`src/sci_pkg.sv`:
```
// Constants, types and register map of the serial channel block.
// Assumes a 32-bit APB bus and one channel clocked by pclk.
package sci_pkg;

    // ------------------------------------------------------------
    // Register byte offsets
    // ------------------------------------------------------------
    localparam logic [7:0] SCI_OFF_MODE = 8'h00;
    localparam logic [7:0] SCI_OFF_COMM = 8'h04;
    localparam logic [7:0] SCI_OFF_DATA = 8'h08;
    localparam logic [7:0] SCI_OFF_STAT = 8'h0c;
    localparam logic [7:0] SCI_OFF_FCLR = 8'h10;
    localparam logic [7:0] SCI_OFF_OLVL = 8'h14;
    localparam logic [7:0] SCI_OFF_OGATE = 8'h18;
    localparam logic [7:0] SCI_OFF_START = 8'h1c;
    localparam logic [7:0] SCI_OFF_STOP = 8'h20;
    localparam logic [7:0] SCI_OFF_ENAB = 8'h24;

    // ------------------------------------------------------------
    // Field positions and values
    // ------------------------------------------------------------
    localparam int SCI_MD_LSB = 1;
    localparam logic [1:0] SCI_MD_I2C = 2'h2;
    localparam int SCI_TXE_BIT = 15;
    localparam int SCI_PTC_LSB = 8;
    localparam logic [1:0] SCI_PTC_NONE = 2'h0;
    localparam int SCI_SLC_LSB = 4;
    localparam logic [1:0] SCI_SLC_ACK = 2'h1;
    localparam int SCI_DIV_LSB = 9;
    localparam int SCI_CKO_BIT = 8;
    localparam int SCI_CH_BIT = 0;
    localparam logic [15:0] SCI_RST16 = 16'h0000;
    localparam logic [15:0] SCI_OLVL_RST = 16'h0101;
    localparam logic [6:0] SCI_DIV_MIN = 7'h01;
    localparam logic [3:0] SCI_LAST_BIT = 4'h8;

    // ------------------------------------------------------------
    // Types
    // ------------------------------------------------------------
    typedef enum logic [1:0] {
        SCI_ST_IDLE = 2'b00,
        SCI_ST_LOW = 2'b01,
        SCI_ST_HIGH = 2'b10
    } sci_state_t;

    // Status word: bit0 overrun, bit1 ack/parity, bit2 framing,
    // bit5 buffer full, bit6 transfer busy
    typedef struct packed {
        logic [8:0] rsvd;
        logic busy;
        logic bfull;
        logic [1:0] rsvd2;
        logic fer;
        logic per;
        logic ovf;
    } sci_stat_t;

    // Character from the receive shifter of the channel
    typedef struct packed {
        logic valid;
        logic parity_err;
        logic framing_err;
        logic [7:0] data;
    } sci_rxchar_t;

endpackage : sci_pkg

```
`src/sci_channel.sv`:
```
// Serial channel: UART error recovery and simplified I2C address frame.
// Assumes APB master on pclk; receive characters arrive on pclk;
// SCL and SDA are open-drain pins resolved outside.
`timescale 1ns/1ns
`default_nettype none

module sci_channel (
    // Clock and reset
    input wire logic pclk,
    input wire logic presetn,
    // APB slave
    input wire logic psel,
    input wire logic penable,
    input wire logic pwrite,
    input wire logic [7:0] paddr,
    input wire logic [31:0] pwdata,
    output logic [31:0] prdata,
    output logic pready,
    output logic pslverr,
    // Receive characters from the channel shifter
    input wire sci_pkg::sci_rxchar_t rx_char,
    // Serial pins, open drain
    output logic ch0_serial_clock_pin_o,
    output logic ch0_serial_clock_pin_oe,
    input wire logic ch0_serial_data_pin_i,
    output logic ch0_serial_data_pin_o,
    output logic ch0_serial_data_pin_oe,
    // Transfer end event
    output logic i2c_ch0_transfer_end_irq
);
    import sci_pkg::*;

    // ------------------------------------------------------------
    // State
    // ------------------------------------------------------------
    logic [15:0] mode_reg, mode_next;
    logic [15:0] comm_reg, comm_next;
    logic [15:0] data_reg, data_next;
    logic [15:0] olvl_reg, olvl_next;
    logic ogate_reg, ogate_next;
    logic enab_reg, enab_next;
    logic ovf_reg, ovf_next;
    logic per_reg, per_next;
    logic fer_reg, fer_next;
    logic bfull_reg, bfull_next;
    logic ready_reg, ready_next;
    logic [31:0] rdata_reg, rdata_next;
    logic err_reg, err_next;
    sci_state_t state_reg, state_next;
    logic [7:0] shift_reg, shift_next;
    logic [3:0] bit_reg, bit_next;
    logic [7:0] cnt_reg, cnt_next;
    logic irq_reg, irq_next;
    logic scl_next, sda_next;
    // Pin pull enables, registered so the outputs come from flops
    logic scl_oe_reg, scl_oe_next;
    logic sda_oe_reg, sda_oe_next;
    logic sync1_reg, sync2_reg;

    logic wr_ok, rd_ok, mapped, i2c_mode, cfg_ok, frame_go;
    logic [6:0] div;
    logic [7:0] half;
    logic cnt_end, ack_seen;
    sci_stat_t stat;

    // ------------------------------------------------------------
    // Decode
    // ------------------------------------------------------------
    // Access phase completes on the second cycle
    // One wait state: pready rises in the second access cycle only
    assign wr_ok = psel & penable & ready_reg & pwrite;
    assign rd_ok = psel & penable & ready_reg & ~pwrite;
    // Any aligned offset up to the last register is mapped
    assign mapped = (paddr <= SCI_OFF_ENAB) & (paddr[1:0] == 2'h0);
    // Mode field selects the I2C behaviour of the channel
    assign i2c_mode = mode_reg[SCI_MD_LSB+:2] == SCI_MD_I2C;
    // Only no-parity with one ACK bit is a legal I2C frame
    assign cfg_ok = (comm_reg[SCI_PTC_LSB+:2] == SCI_PTC_NONE)
                  & (comm_reg[SCI_SLC_LSB+:2] == SCI_SLC_ACK);
    // Data write while running launches the address frame
    // A write while busy only updates the register, the frame runs on
    assign frame_go = wr_ok & (paddr == SCI_OFF_DATA) & enab_reg & i2c_mode
                    & cfg_ok & comm_reg[SCI_TXE_BIT]
                    & (state_reg == SCI_ST_IDLE);
    // Divider clamped so SCL never passes pclk over four
    // A divider of zero would give SCL at half of pclk
    assign div = (data_reg[15:SCI_DIV_LSB] < SCI_DIV_MIN) ? SCI_DIV_MIN
               : data_reg[15:SCI_DIV_LSB];
    // Each half of a bit lasts divider plus one pclk cycles
    assign half = {1'b0, div} + 8'h01;
    assign cnt_end = cnt_reg == (half - 8'h01);
    // ACK level seen two cycles late through the synchroniser
    assign ack_seen = sync2_reg;

    // Status view
    // A data read clears bfull; no other read changes a flag, only the clear register does
    always_comb begin
        stat = '0;
        stat.ovf = ovf_reg;
        stat.per = per_reg;
        stat.fer = fer_reg;
        stat.bfull = bfull_reg;
        stat.busy = state_reg != SCI_ST_IDLE;
    end

    // ------------------------------------------------------------
    // APB answer
    // ------------------------------------------------------------
    // Read mux and ready generation
    always_comb begin
        ready_next = psel & penable & ~ready_reg;
        rdata_next = rdata_reg;
        err_next = 1'b0;
        if (psel & penable & ~ready_reg) begin
            // Unmapped or misaligned places answer with an error and zero
            err_next = ~mapped;
            rdata_next = 32'h00000000;
            unique case (paddr)
                SCI_OFF_MODE: rdata_next = {16'h0000, mode_reg};
                SCI_OFF_COMM: rdata_next = {16'h0000, comm_reg};
                SCI_OFF_DATA: rdata_next = {16'h0000, data_reg};
                SCI_OFF_STAT: rdata_next = {16'h0000, stat};
                SCI_OFF_OLVL: rdata_next = {16'h0000, olvl_reg};
                SCI_OFF_OGATE: rdata_next = {31'h0, ogate_reg};
                SCI_OFF_ENAB: rdata_next = {31'h0, enab_reg};
                default: rdata_next = 32'h00000000;
            endcase
        end
    end

    always_ff @(posedge pclk or negedge presetn) begin
        if (!presetn) begin
            ready_reg <= 1'b0;
            rdata_reg <= 32'h00000000;
            err_reg <= 1'b0;
        end else begin
            ready_reg <= ready_next;
            rdata_reg <= rdata_next;
            err_reg <= err_next;
        end
    end

    // ------------------------------------------------------------
    // Registers and flags
    // ------------------------------------------------------------
    // Software writes, hardware sets win over clears
    // A set in the cycle of a clear survives, so no error goes unseen
    always_comb begin
        mode_next = mode_reg;
        comm_next = comm_reg;
        data_next = data_reg;
        olvl_next = olvl_reg;
        ogate_next = ogate_reg;
        enab_next = enab_reg;
        ovf_next = ovf_reg;
        per_next = per_reg;
        fer_next = fer_reg;
        bfull_next = bfull_reg;
        if (wr_ok) begin
            unique case (paddr)
                SCI_OFF_MODE: mode_next = pwdata[15:0];
                SCI_OFF_COMM: comm_next = pwdata[15:0];
                SCI_OFF_DATA: data_next = pwdata[15:0];
                SCI_OFF_OLVL: olvl_next = pwdata[15:0];
                SCI_OFF_OGATE: ogate_next = pwdata[SCI_CH_BIT];
                SCI_OFF_FCLR: begin
                    if (pwdata[0]) ovf_next = 1'b0;
                    if (pwdata[1]) per_next = 1'b0;
                    if (pwdata[2]) fer_next = 1'b0;
                end
                SCI_OFF_START: begin
                    if (pwdata[SCI_CH_BIT]) enab_next = 1'b1;
                end
                SCI_OFF_STOP: begin
                    if (pwdata[SCI_CH_BIT]) enab_next = 1'b0;
                end
                // Read-only places simply ignore the write
                default: ;
            endcase
        end
        // Data read frees the buffer
        if (rd_ok & (paddr == SCI_OFF_DATA)) begin
            bfull_next = 1'b0;
        end
        // UART errors only outside I2C mode
        if (rx_char.valid & enab_reg & ~i2c_mode) begin
            if (bfull_reg & ~(rd_ok & (paddr == SCI_OFF_DATA))) begin
                // Overrun keeps the older character, the new one is lost
                ovf_next = 1'b1;
            end else begin
                data_next[7:0] = rx_char.data;
            end
            bfull_next = 1'b1;
            if (rx_char.parity_err) per_next = 1'b1;
            if (rx_char.framing_err) fer_next = 1'b1;
        end
        // High level in the ACK slot flags an ACK error
        // Sampled in the last cycle of the high half of that slot
        if ((state_reg == SCI_ST_HIGH) & (bit_reg == SCI_LAST_BIT)
            & cnt_end & ack_seen) begin
            per_next = 1'b1;
        end
    end

    always_ff @(posedge pclk or negedge presetn) begin
        if (!presetn) begin
            mode_reg <= SCI_RST16;
            comm_reg <= SCI_RST16;
            data_reg <= SCI_RST16;
            olvl_reg <= SCI_OLVL_RST;
            ogate_reg <= 1'b0;
            enab_reg <= 1'b0;
            ovf_reg <= 1'b0;
            per_reg <= 1'b0;
            fer_reg <= 1'b0;
            bfull_reg <= 1'b0;
        end else begin
            mode_reg <= mode_next;
            comm_reg <= comm_next;
            data_reg <= data_next;
            olvl_reg <= olvl_next;
            ogate_reg <= ogate_next;
            enab_reg <= enab_next;
            ovf_reg <= ovf_next;
            per_reg <= per_next;
            fer_reg <= fer_next;
            bfull_reg <= bfull_next;
        end
    end

    // ------------------------------------------------------------
    // SDA input synchroniser
    // ------------------------------------------------------------
    always_ff @(posedge pclk or negedge presetn) begin
        if (!presetn) begin
            // Idle high, so no false ACK follows reset
            sync1_reg <= 1'b1;
            sync2_reg <= 1'b1;
        end else begin
            sync1_reg <= ch0_serial_data_pin_i;
            sync2_reg <= sync1_reg;
        end
    end

    // ------------------------------------------------------------
    // Address frame shifter, master only, no arbitration or wait
    // ------------------------------------------------------------
    // Each bit: SCL low half, then SCL high half; bit 8 is the ACK slot
    always_comb begin
        state_next = state_reg;
        shift_next = shift_reg;
        bit_next = bit_reg;
        cnt_next = cnt_reg;
        irq_next = 1'b0;
        unique case (state_reg)
            SCI_ST_IDLE: begin
                // Counters held at zero so every frame starts from bit 0
                cnt_next = 8'h00;
                bit_next = 4'h0;
                if (frame_go) begin
                    shift_next = pwdata[7:0];
                    state_next = SCI_ST_LOW;
                end
            end
            SCI_ST_LOW: begin
                cnt_next = cnt_reg + 8'h01;
                if (cnt_end) begin
                    cnt_next = 8'h00;
                    state_next = SCI_ST_HIGH;
                end
            end
            SCI_ST_HIGH: begin
                cnt_next = cnt_reg + 8'h01;
                if (cnt_end) begin
                    cnt_next = 8'h00;
                    if (bit_reg == SCI_LAST_BIT) begin
                        // Transfer end pulse, also after a high ACK slot
                        irq_next = 1'b1;
                        state_next = SCI_ST_IDLE;
                    end else begin
                        // Next bit moves to the top, a one fills in behind
                        shift_next = {shift_reg[6:0], 1'b1};
                        bit_next = bit_reg + 4'h1;
                        state_next = SCI_ST_LOW;
                    end
                end
            end
            default: state_next = SCI_ST_IDLE;
        endcase
        // Stop halts the frame at once
        // Pins fall back to the output level bits when a frame is cut
        if (~enab_next) begin
            state_next = SCI_ST_IDLE;
        end
    end

    // Pin levels: shifter drives SDA only when gated on, SCL in every frame
    // Outside a frame both wires follow the output level bits
    always_comb begin
        scl_next = olvl_reg[SCI_CKO_BIT];
        sda_next = olvl_reg[SCI_CH_BIT];
        // Single master: SCL follows the own state and is never read back,
        // so no stretching wait and no arbitration loss can occur
        if (state_next != SCI_ST_IDLE) begin
            scl_next = state_next == SCI_ST_HIGH;
        end
        if (ogate_reg & (state_next != SCI_ST_IDLE)) begin
            // ACK slot released; with the gate off SDA stays at the output level bit, ACK slot included
            sda_next = (bit_next == SCI_LAST_BIT) | shift_next[7];
        end
        // Pull the wire low wherever the wanted level is low
        scl_oe_next = ~scl_next;
        sda_oe_next = ~sda_next;
    end

    always_ff @(posedge pclk or negedge presetn) begin
        if (!presetn) begin
            state_reg <= SCI_ST_IDLE;
            shift_reg <= 8'hff;
            bit_reg <= 4'h0;
            cnt_reg <= 8'h00;
            irq_reg <= 1'b0;
            scl_oe_reg <= 1'b0;
            sda_oe_reg <= 1'b0;
        end else begin
            state_reg <= state_next;
            shift_reg <= shift_next;
            bit_reg <= bit_next;
            cnt_reg <= cnt_next;
            irq_reg <= irq_next;
            scl_oe_reg <= scl_oe_next;
            sda_oe_reg <= sda_oe_next;
        end
    end

    // ------------------------------------------------------------
    // Outputs
    // ------------------------------------------------------------
    // Bus answer straight from its flops
    assign prdata = rdata_reg;
    assign pready = ready_reg;
    assign pslverr = err_reg;
    assign i2c_ch0_transfer_end_irq = irq_reg;
    // Open drain: only low is driven, the pull-up makes the high level
    assign ch0_serial_clock_pin_o = 1'b0;
    // Pull enables straight from flops, no glitch on the wires
    assign ch0_serial_clock_pin_oe = scl_oe_reg;
    assign ch0_serial_data_pin_o = 1'b0;
    assign ch0_serial_data_pin_oe = sda_oe_reg;

endmodule : sci_channel

`default_nettype wire

```
`config.mk`:
```
export PLATFORM = sky130hd
export DESIGN_NAME = sci_channel
export DESIGN_NICKNAME = d
export VERILOG_FILES = /design/src/sci_pkg.sv /design/src/sci_channel.sv
export SDC_FILE = /design/constraint.sdc
export NUM_CORES = 1
export LEC_CHECK = 0
export ABC_AREA = 1
export BUFFER_PORTS_ARGS = -buffer_cell sky130_fd_sc_hd__buf_4
export CORE_UTILIZATION = 63
export CTS_BUF_LIST = sky130_fd_sc_hd__clkbuf_4
export DETAILED_ROUTE_END_ITERATION = 10
export HOLD_SLACK_MARGIN = 0.03
export PLACE_DENSITY = 0.88
export SETUP_SLACK_MARGIN = 0.15
export SLEW_MARGIN = 20
export SYNTH_ARGS = -nofsm -noshare
export SYNTH_HDL_FRONTEND = slang
export SYNTH_SLANG_ARGS = --single-unit
```
`constraint.sdc`:
```
create_clock -name pclk -period 3.45 [get_ports pclk]
set_input_delay 0.1725 -clock pclk [delete_from_list [all_inputs] [get_ports pclk]]
set_output_delay 0.1725 -clock pclk [all_outputs]
set_load 0.01 [all_outputs]
```
# After elaboration in Yosys (flattened, before gate mapping)
# Index checks and enable logic that the tools add are counted.
[classes]
reduce_logical = 16
n_eq_ne = 20
shift = 0
add_sub_neg = 4
magnitude_cmp = 2
div_mod_pow = 0
bitwise = 29
muxes = 49
n_mul = 0
[op_table]
columns = ["op", "count"]
rows = [
  ["case mux 16 bit (7 select lines)", 1],
  ["2-to-1 mux 8 bit", 8],
  ["equality test 8 x 5 -> 1 bit, second input constant", 4],
  ["case mux 8 bit (2 select lines)", 2],
  ["2-to-1 mux 1 bit", 28],
  ["bitwise AND 1 bit", 21],
  ["equality test 8 x 4 -> 1 bit, second input constant", 2],
  ["equality test 8 x 6 -> 1 bit, second input constant", 2],
  ["AND reduction 2 bit", 5],
  ["nonzero test 2 bit", 5],
  ["adder 7 x 1 -> 8 bit, second input constant", 1],
  ["adder 8 x 1 -> 8 bit, second input constant", 1],
  ["equality test 4 bit, second input constant", 2],
  ["equality test 8 x 3 -> 1 bit, second input constant", 1],
  ["equality test 8 bit", 1],
  ["less-or-equal comparator 8 x 6 -> 1 bit, second input constant", 1],
  ["logical NOT 8 bit", 1],
  ["2-to-1 mux 2 bit", 4],
  ["2-to-1 mux 4 bit", 2],
  ["case mux 4 bit (2 select lines)", 1],
  ["subtractor 8 x 1 -> 8 bit, second input constant", 1],
  ["less-than comparator 7 x 1 -> 1 bit, second input constant", 1],
  ["2-to-1 mux 7 bit", 1],
  ["NOT 1 bit", 7],
  ["10 further kinds", 17],
]
[totals]
mem_bits_ro = 0
ram_bits = 0
mem_count = 0
latch_bits = 0
in_bits = 57
reg_bits = 131
elab_cells = 144

# Depth between registers and ports, before layout
[logic_depth]
depth_word = 16
mapped_depth = 15
depth_no_buf = 15

# Worst setup path before layout
# Ideal clock, no wire load.
[synth_timing]
kind = "flip-flop to flip-flop"
start = "register state_reg[0]"
end = "register sda_oe_reg, in the netlist ch0_serial_data_pin_oe"
path_stages_with_launch = 14
setup_time_ps = 65
path_slack_ps = 1764
path_buffers = 1
arrival_time_ps = 1621
required_time_ps = 3385
path_cell_list = "dfrtp_1 inv_1 ha_1 clkbuf_1 inv_1 nor2_8 nor2_2 nand3_1 nand2_2 nand2_1 nand2_1 nor2_1 nand2_1 nand2_1"
[synth_between]
elab_chain_cells = 9
[synth_lines]
columns = ["element", "line", "source"]
rows = [
  ["from (decl)", "sci_channel.sv:49", "sci_state_t state_reg, state_next;"],
  ["from (signal assigned)", "sci_channel.sv:326", "state_reg <= state_next;"],
  ["logical NOT 2 bit", "sci_channel.sv:84, sci_channel.sv:255", ""],
  ["bitwise AND 1 bit", "sci_channel.sv:84", "& (state_reg == SCI_ST_IDLE);"],
  ["2-to-1 mux 2 bit", "sci_channel.sv:260", "if (frame_go) begin"],
  ["case mux 2 bit (3 select lines)", "sci_channel.sv:255", "unique case (state_reg)"],
  ["2-to-1 mux 2 bit", "sci_channel.sv:292", "if (~enab_next) begin"],
  ["nonzero test 2 bit", "sci_channel.sv:307", "if (ogate_reg & (state_next != SCI_ST_IDLE)) begin"],
  ["bitwise AND 1 bit", "sci_channel.sv:307", ""],
  ["2-to-1 mux 1 bit *", "sci_channel.sv:307", ""],
  ["NOT 1 bit *", "sci_channel.sv:313", "sda_oe_next = ~sda_next;"],
  ["net sda_oe_next", "sci_channel.sv:57", "logic sda_oe_reg, sda_oe_next;"],
  ["to (signal assigned)", "sci_channel.sv:332", "sda_oe_reg <= sda_oe_next;"],
  ["to (decl)", "sci_channel.sv:57", ""],
]
# The timed path passes the listed nets; every way through them passes the cells marked *. The select of a mux whose other input is x is not followed.
# A chain may end at the register's enable or synchronous reset.

# Worst setup path in the final report
[layout_timing]
start = "input paddr[0]"
end = "register data_reg[3]"
[layout_between]
elab_chain_cells = 6
[layout_lines]
columns = ["element", "line", "source"]
rows = [
  ["from (decl)", "sci_channel.sv:15", "input wire logic [7:0] paddr,"],
  ["equality test 8 x 4 -> 1 bit *", "sci_channel.sv:160, sci_channel.sv:187", ""],
  ["bitwise AND 1 bit", "sci_channel.sv:187", "if (bfull_reg & ~(rd_ok & (paddr == SCI_OFF_DATA))) begin"],
  ["NOT 1 bit", "sci_channel.sv:187", ""],
  ["bitwise AND 1 bit", "sci_channel.sv:187", ""],
  ["2-to-1 mux 8 bit", "sci_channel.sv:187", ""],
  ["2-to-1 mux 8 bit *", "sci_channel.sv:186", "if (rx_char.valid & enab_reg & ~i2c_mode) begin"],
  ["net data_next[3]", "sci_channel.sv:38", "logic [15:0] data_reg, data_next;"],
  ["to (signal assigned)", "sci_channel.sv:220", "data_reg <= data_next;"],
  ["to (decl)", "sci_channel.sv:38", ""],
]
# The timed path passes the listed nets; every way through them passes the cells marked *.

==> results_dict.tcl <==
set metrics [dict create \
    slew_violations 0 \
    cts_tree "done" \
    start_util_pct 65.61 \
    wirelength_mm 14.79 \
    drive_above_1_share_pct 18.11 \
    cts_buffers 17 \
    synth-seq-cells 115 \
    cp.arrival_ns 3.18 \
    io_pins 96 \
    power_mw 2.374 \
    cts_root_buf "clkbuf_4" \
    antenna_found_initial 0 \
    clkTransAtPathRegs_ns 0.11 \
    postSynthCellCount 691 \
    timing.fmax_mhz 360.5 \
    die_area_um2 9512 \
    ys.flop_type "dfrtp_1" \
    nets 857 \
    maxCapViolCount 0 \
    mappedNetlistArea_um2 5749 \
    detailed_place_hpwl_mm 9.659 \
    ctsResizeCount 0 \
    synth_most_common_cell "nand2_1" \
    hold_path_depth 5 \
    critPathTopFamily "buffers and inverters" \
    cp_common_cell "dlygate4sd3_1" \
    reg2reg_to "data_reg[3]$_DFF_PN0_" \
    area_growth_pct 19.04 \
    die_w_um 97.53 \
    crit_slowest_cell "dlygate4sd3_1" \
    dr.pass1.iters 6 \
    crit_type "input port to flop" \
    port_buffers 61 \
    wl_per_cell_um 16.18 \
    synthTopCellsByArea "dfrtp_1 (45%), nand2_1 (13%), o21ai_0 (7.8%), dfstp_2 (5.5%), inv_1 (3.9%)" \
    vias 5265 \
    synth-edff-count 0 \
    yosysWarnings 0 \
    clock_path_buffers 2 \
    via_per_inst 5.760 \
    rsz0062_at_grt "false" \
    status "complete, no violations" \
    hold_viol 0 \
    crit_chain "dlygate4sd3_1 > buf_4 > nor2_4 > nand3_2 > nor2_8 > inv_2 > nor2_2 > clkinv_1 > nand2_1 > a31oi_1 > dlygate4sd3_1" \
    grtUsageTotal_pct 32.57 \
    hold_start "rx_char[10]" \
    r2r_cells 6 \
    setup_tns_ns 0 \
    ys_async_sr_fraction_pct 100.0 \
    hold_path_end "per_reg$_DFF_PN0_" \
    grt_max_degree 44 \
    synth_largest_area_cell "dfrtp_1" \
    max_stage_delay_ns 0.58 \
    worst-path-max-fanout 13 \
    finalWorstSetupSlack_ns 0.6757 \
    setup_viol 0 \
    ir_worst_vdd_mv 0.2026 \
    clk-insertion-delay-late_ns 0.52 \
    regToRegSetupSlack_ns 1.05 \
    cts_sinks 115 \
    grt_pass1_wl_mm 24.49 \
    drc 0 \
    relSlewSlack_pct 29.56 \
    dp_slack_ns 1.056 \
    gp_congestion 0.8855 \
    overflow 0 \
    grt_pass1_vias 5132 \
    synthTopCellsByCount "nand2_1 (193), dfrtp_1 (103), o21ai_0 (90)" \
    die_h_um 97.53 \
    initialDrtViolationCount 507 \
    rows 34 \
    ant_nets 0 \
    p_leak_nw 3.303 \
    cp.required_ns 3.86 \
    diodes 0 \
    coreArea_um2 8763 \
    fin_crit_ns 2.774 \
    htreeDepth 4 \
    yosys.area.top_type_share_pct 44.83 \
    yosysSeqAreaShare_pct 50.32 \
    path_buf_inv 5 \
    avgSynthCellArea_um2 8.320 \
    fin_crit_sh_pct 80.41 \
    end_kind "flop" \
    cp-start-kind "input port" \
    synth_cell_types 42 \
    clock_skew_ns 0.01493 \
    hold_class "input port to flop" \
    power_density_nw_per_um2 346.8 \
    r2r-start "pready$_DFF_PN0_" \
    tightest_slew_ns 1.054 \
]
power breakdown:
part	total [mW]	switching [mW]	internal (mW)
clock	0.836	0.548	0.287
combinational	0.169	0.0956	0.0730
sequential	1.37	0.00940	1.36
final cells by class:
type                       instances  area [um^2]
sequential                       115         2893
multi-input combinational        481         2414
fill                             572         1919
timing repair buffer             106        895.9
inverter                          72        270.3
tap                              108        135.1
clock buffer                      17        127.6
clock inverter                    15        108.9
metrics by stage:
stage	hold WS, ns	instances	instance area (um^2)	utilization (%)
floorplan	-0.1231	708	5813	-
global placement	0.1747	842	6202	70.77
detailed placement	0.1838	842	6202	70.77
CTS	0.04218	914	6839	78.04
global route	0.1227	914	6844	78.10
finish	0.07609	914	6844	78.10
worst max path at each step:
stage                           start                               end  cells after the start
4_1_cts                      paddr[0]             data_reg[6]$_DFF_PN0_                     11
3_3_place_gp                 paddr[1]           olvl_reg[0]$_DFFE_PN1P_                      8
2_1_floorplan  state_reg[0]$_DFF_PN0_  ch0_serial_data_pin_oe$_DFF_PN0_                     13
3_5_place_dp                 paddr[1]           olvl_reg[0]$_DFFE_PN1P_                      8
6_report                     paddr[0]             data_reg[3]$_DFF_PN0_                     11
5_1_grt                      paddr[0]             data_reg[5]$_DFF_PN0_                     11
worst reg2reg max path: stages, from the launching register on:
cell	delay [ns]
dfrtp_1	0.46
nand4_2	0.16
nor2_2	0.46
clkinv_1	0.38
nand2_1	0.15
a31oi_1	0.10
dlygate4sd3_1	0.58
per-layer routing:
metal / global-route usage [%] / share of wire (%) / wire length (um)
met1: 42.28 / 40 / 5914
met2: 52.56 / 48 / 7143
met3: 7.266 / 8.7 / 1280
met4: 14.48 / 3.0 / 451
met5: 0 / 0 / 0
cells by family (layout without fill, tap and decap cells):
| logic type | Yosys count | count (layout) | synth area share, % |
|---|---|---|---|
| multiplexers | 1 | 1 | 0.1741 |
| other | 1 | 18 | 0.06523 |
| XOR/XNOR | 1 | 1 | 0.1524 |
| buffers and inverters | 112 | 210 | 8.901 |
| flip-flops | 115 | 115 | 50.32 |
| adder cells (fa/ha/maj) | 7 | 7 | 1.523 |
| AND/OR/NAND/NOR | 300 | 300 | 23.44 |
| AO/OA/AOI/OAI | 154 | 154 | 15.43 |
repair_timing:
| item | CTS | global route |
|---|---|---|
| hold endpoints to repair | 115 | 0 |
| hold buffers | 40 | 0 |
| buffers inserted | 0 | 0 |
cell usage in the layout (no fill, tap or decap), drive strengths merged:
cell / count
nand2: 197
dfrtp: 103
o21ai: 102
inv: 73
buf: 66
nor2: 51
dlygate4sd3: 40
nand3: 39
conb: 18
clkbuf: 17
a21oi: 17
dfstp: 12
clkinv: 12
nand4: 10
a31oi: 7
ha: 7
o21a: 6
a221oi: 6
a22o: 6
a22oi: 5
clkinvlp: 2
o31ai: 2
nor3: 2
or2: 1
a21boi: 1
xor2: 1
mux2i: 1
o2111ai: 1
a211oi: 1
(Power assumes the default switching activity.)
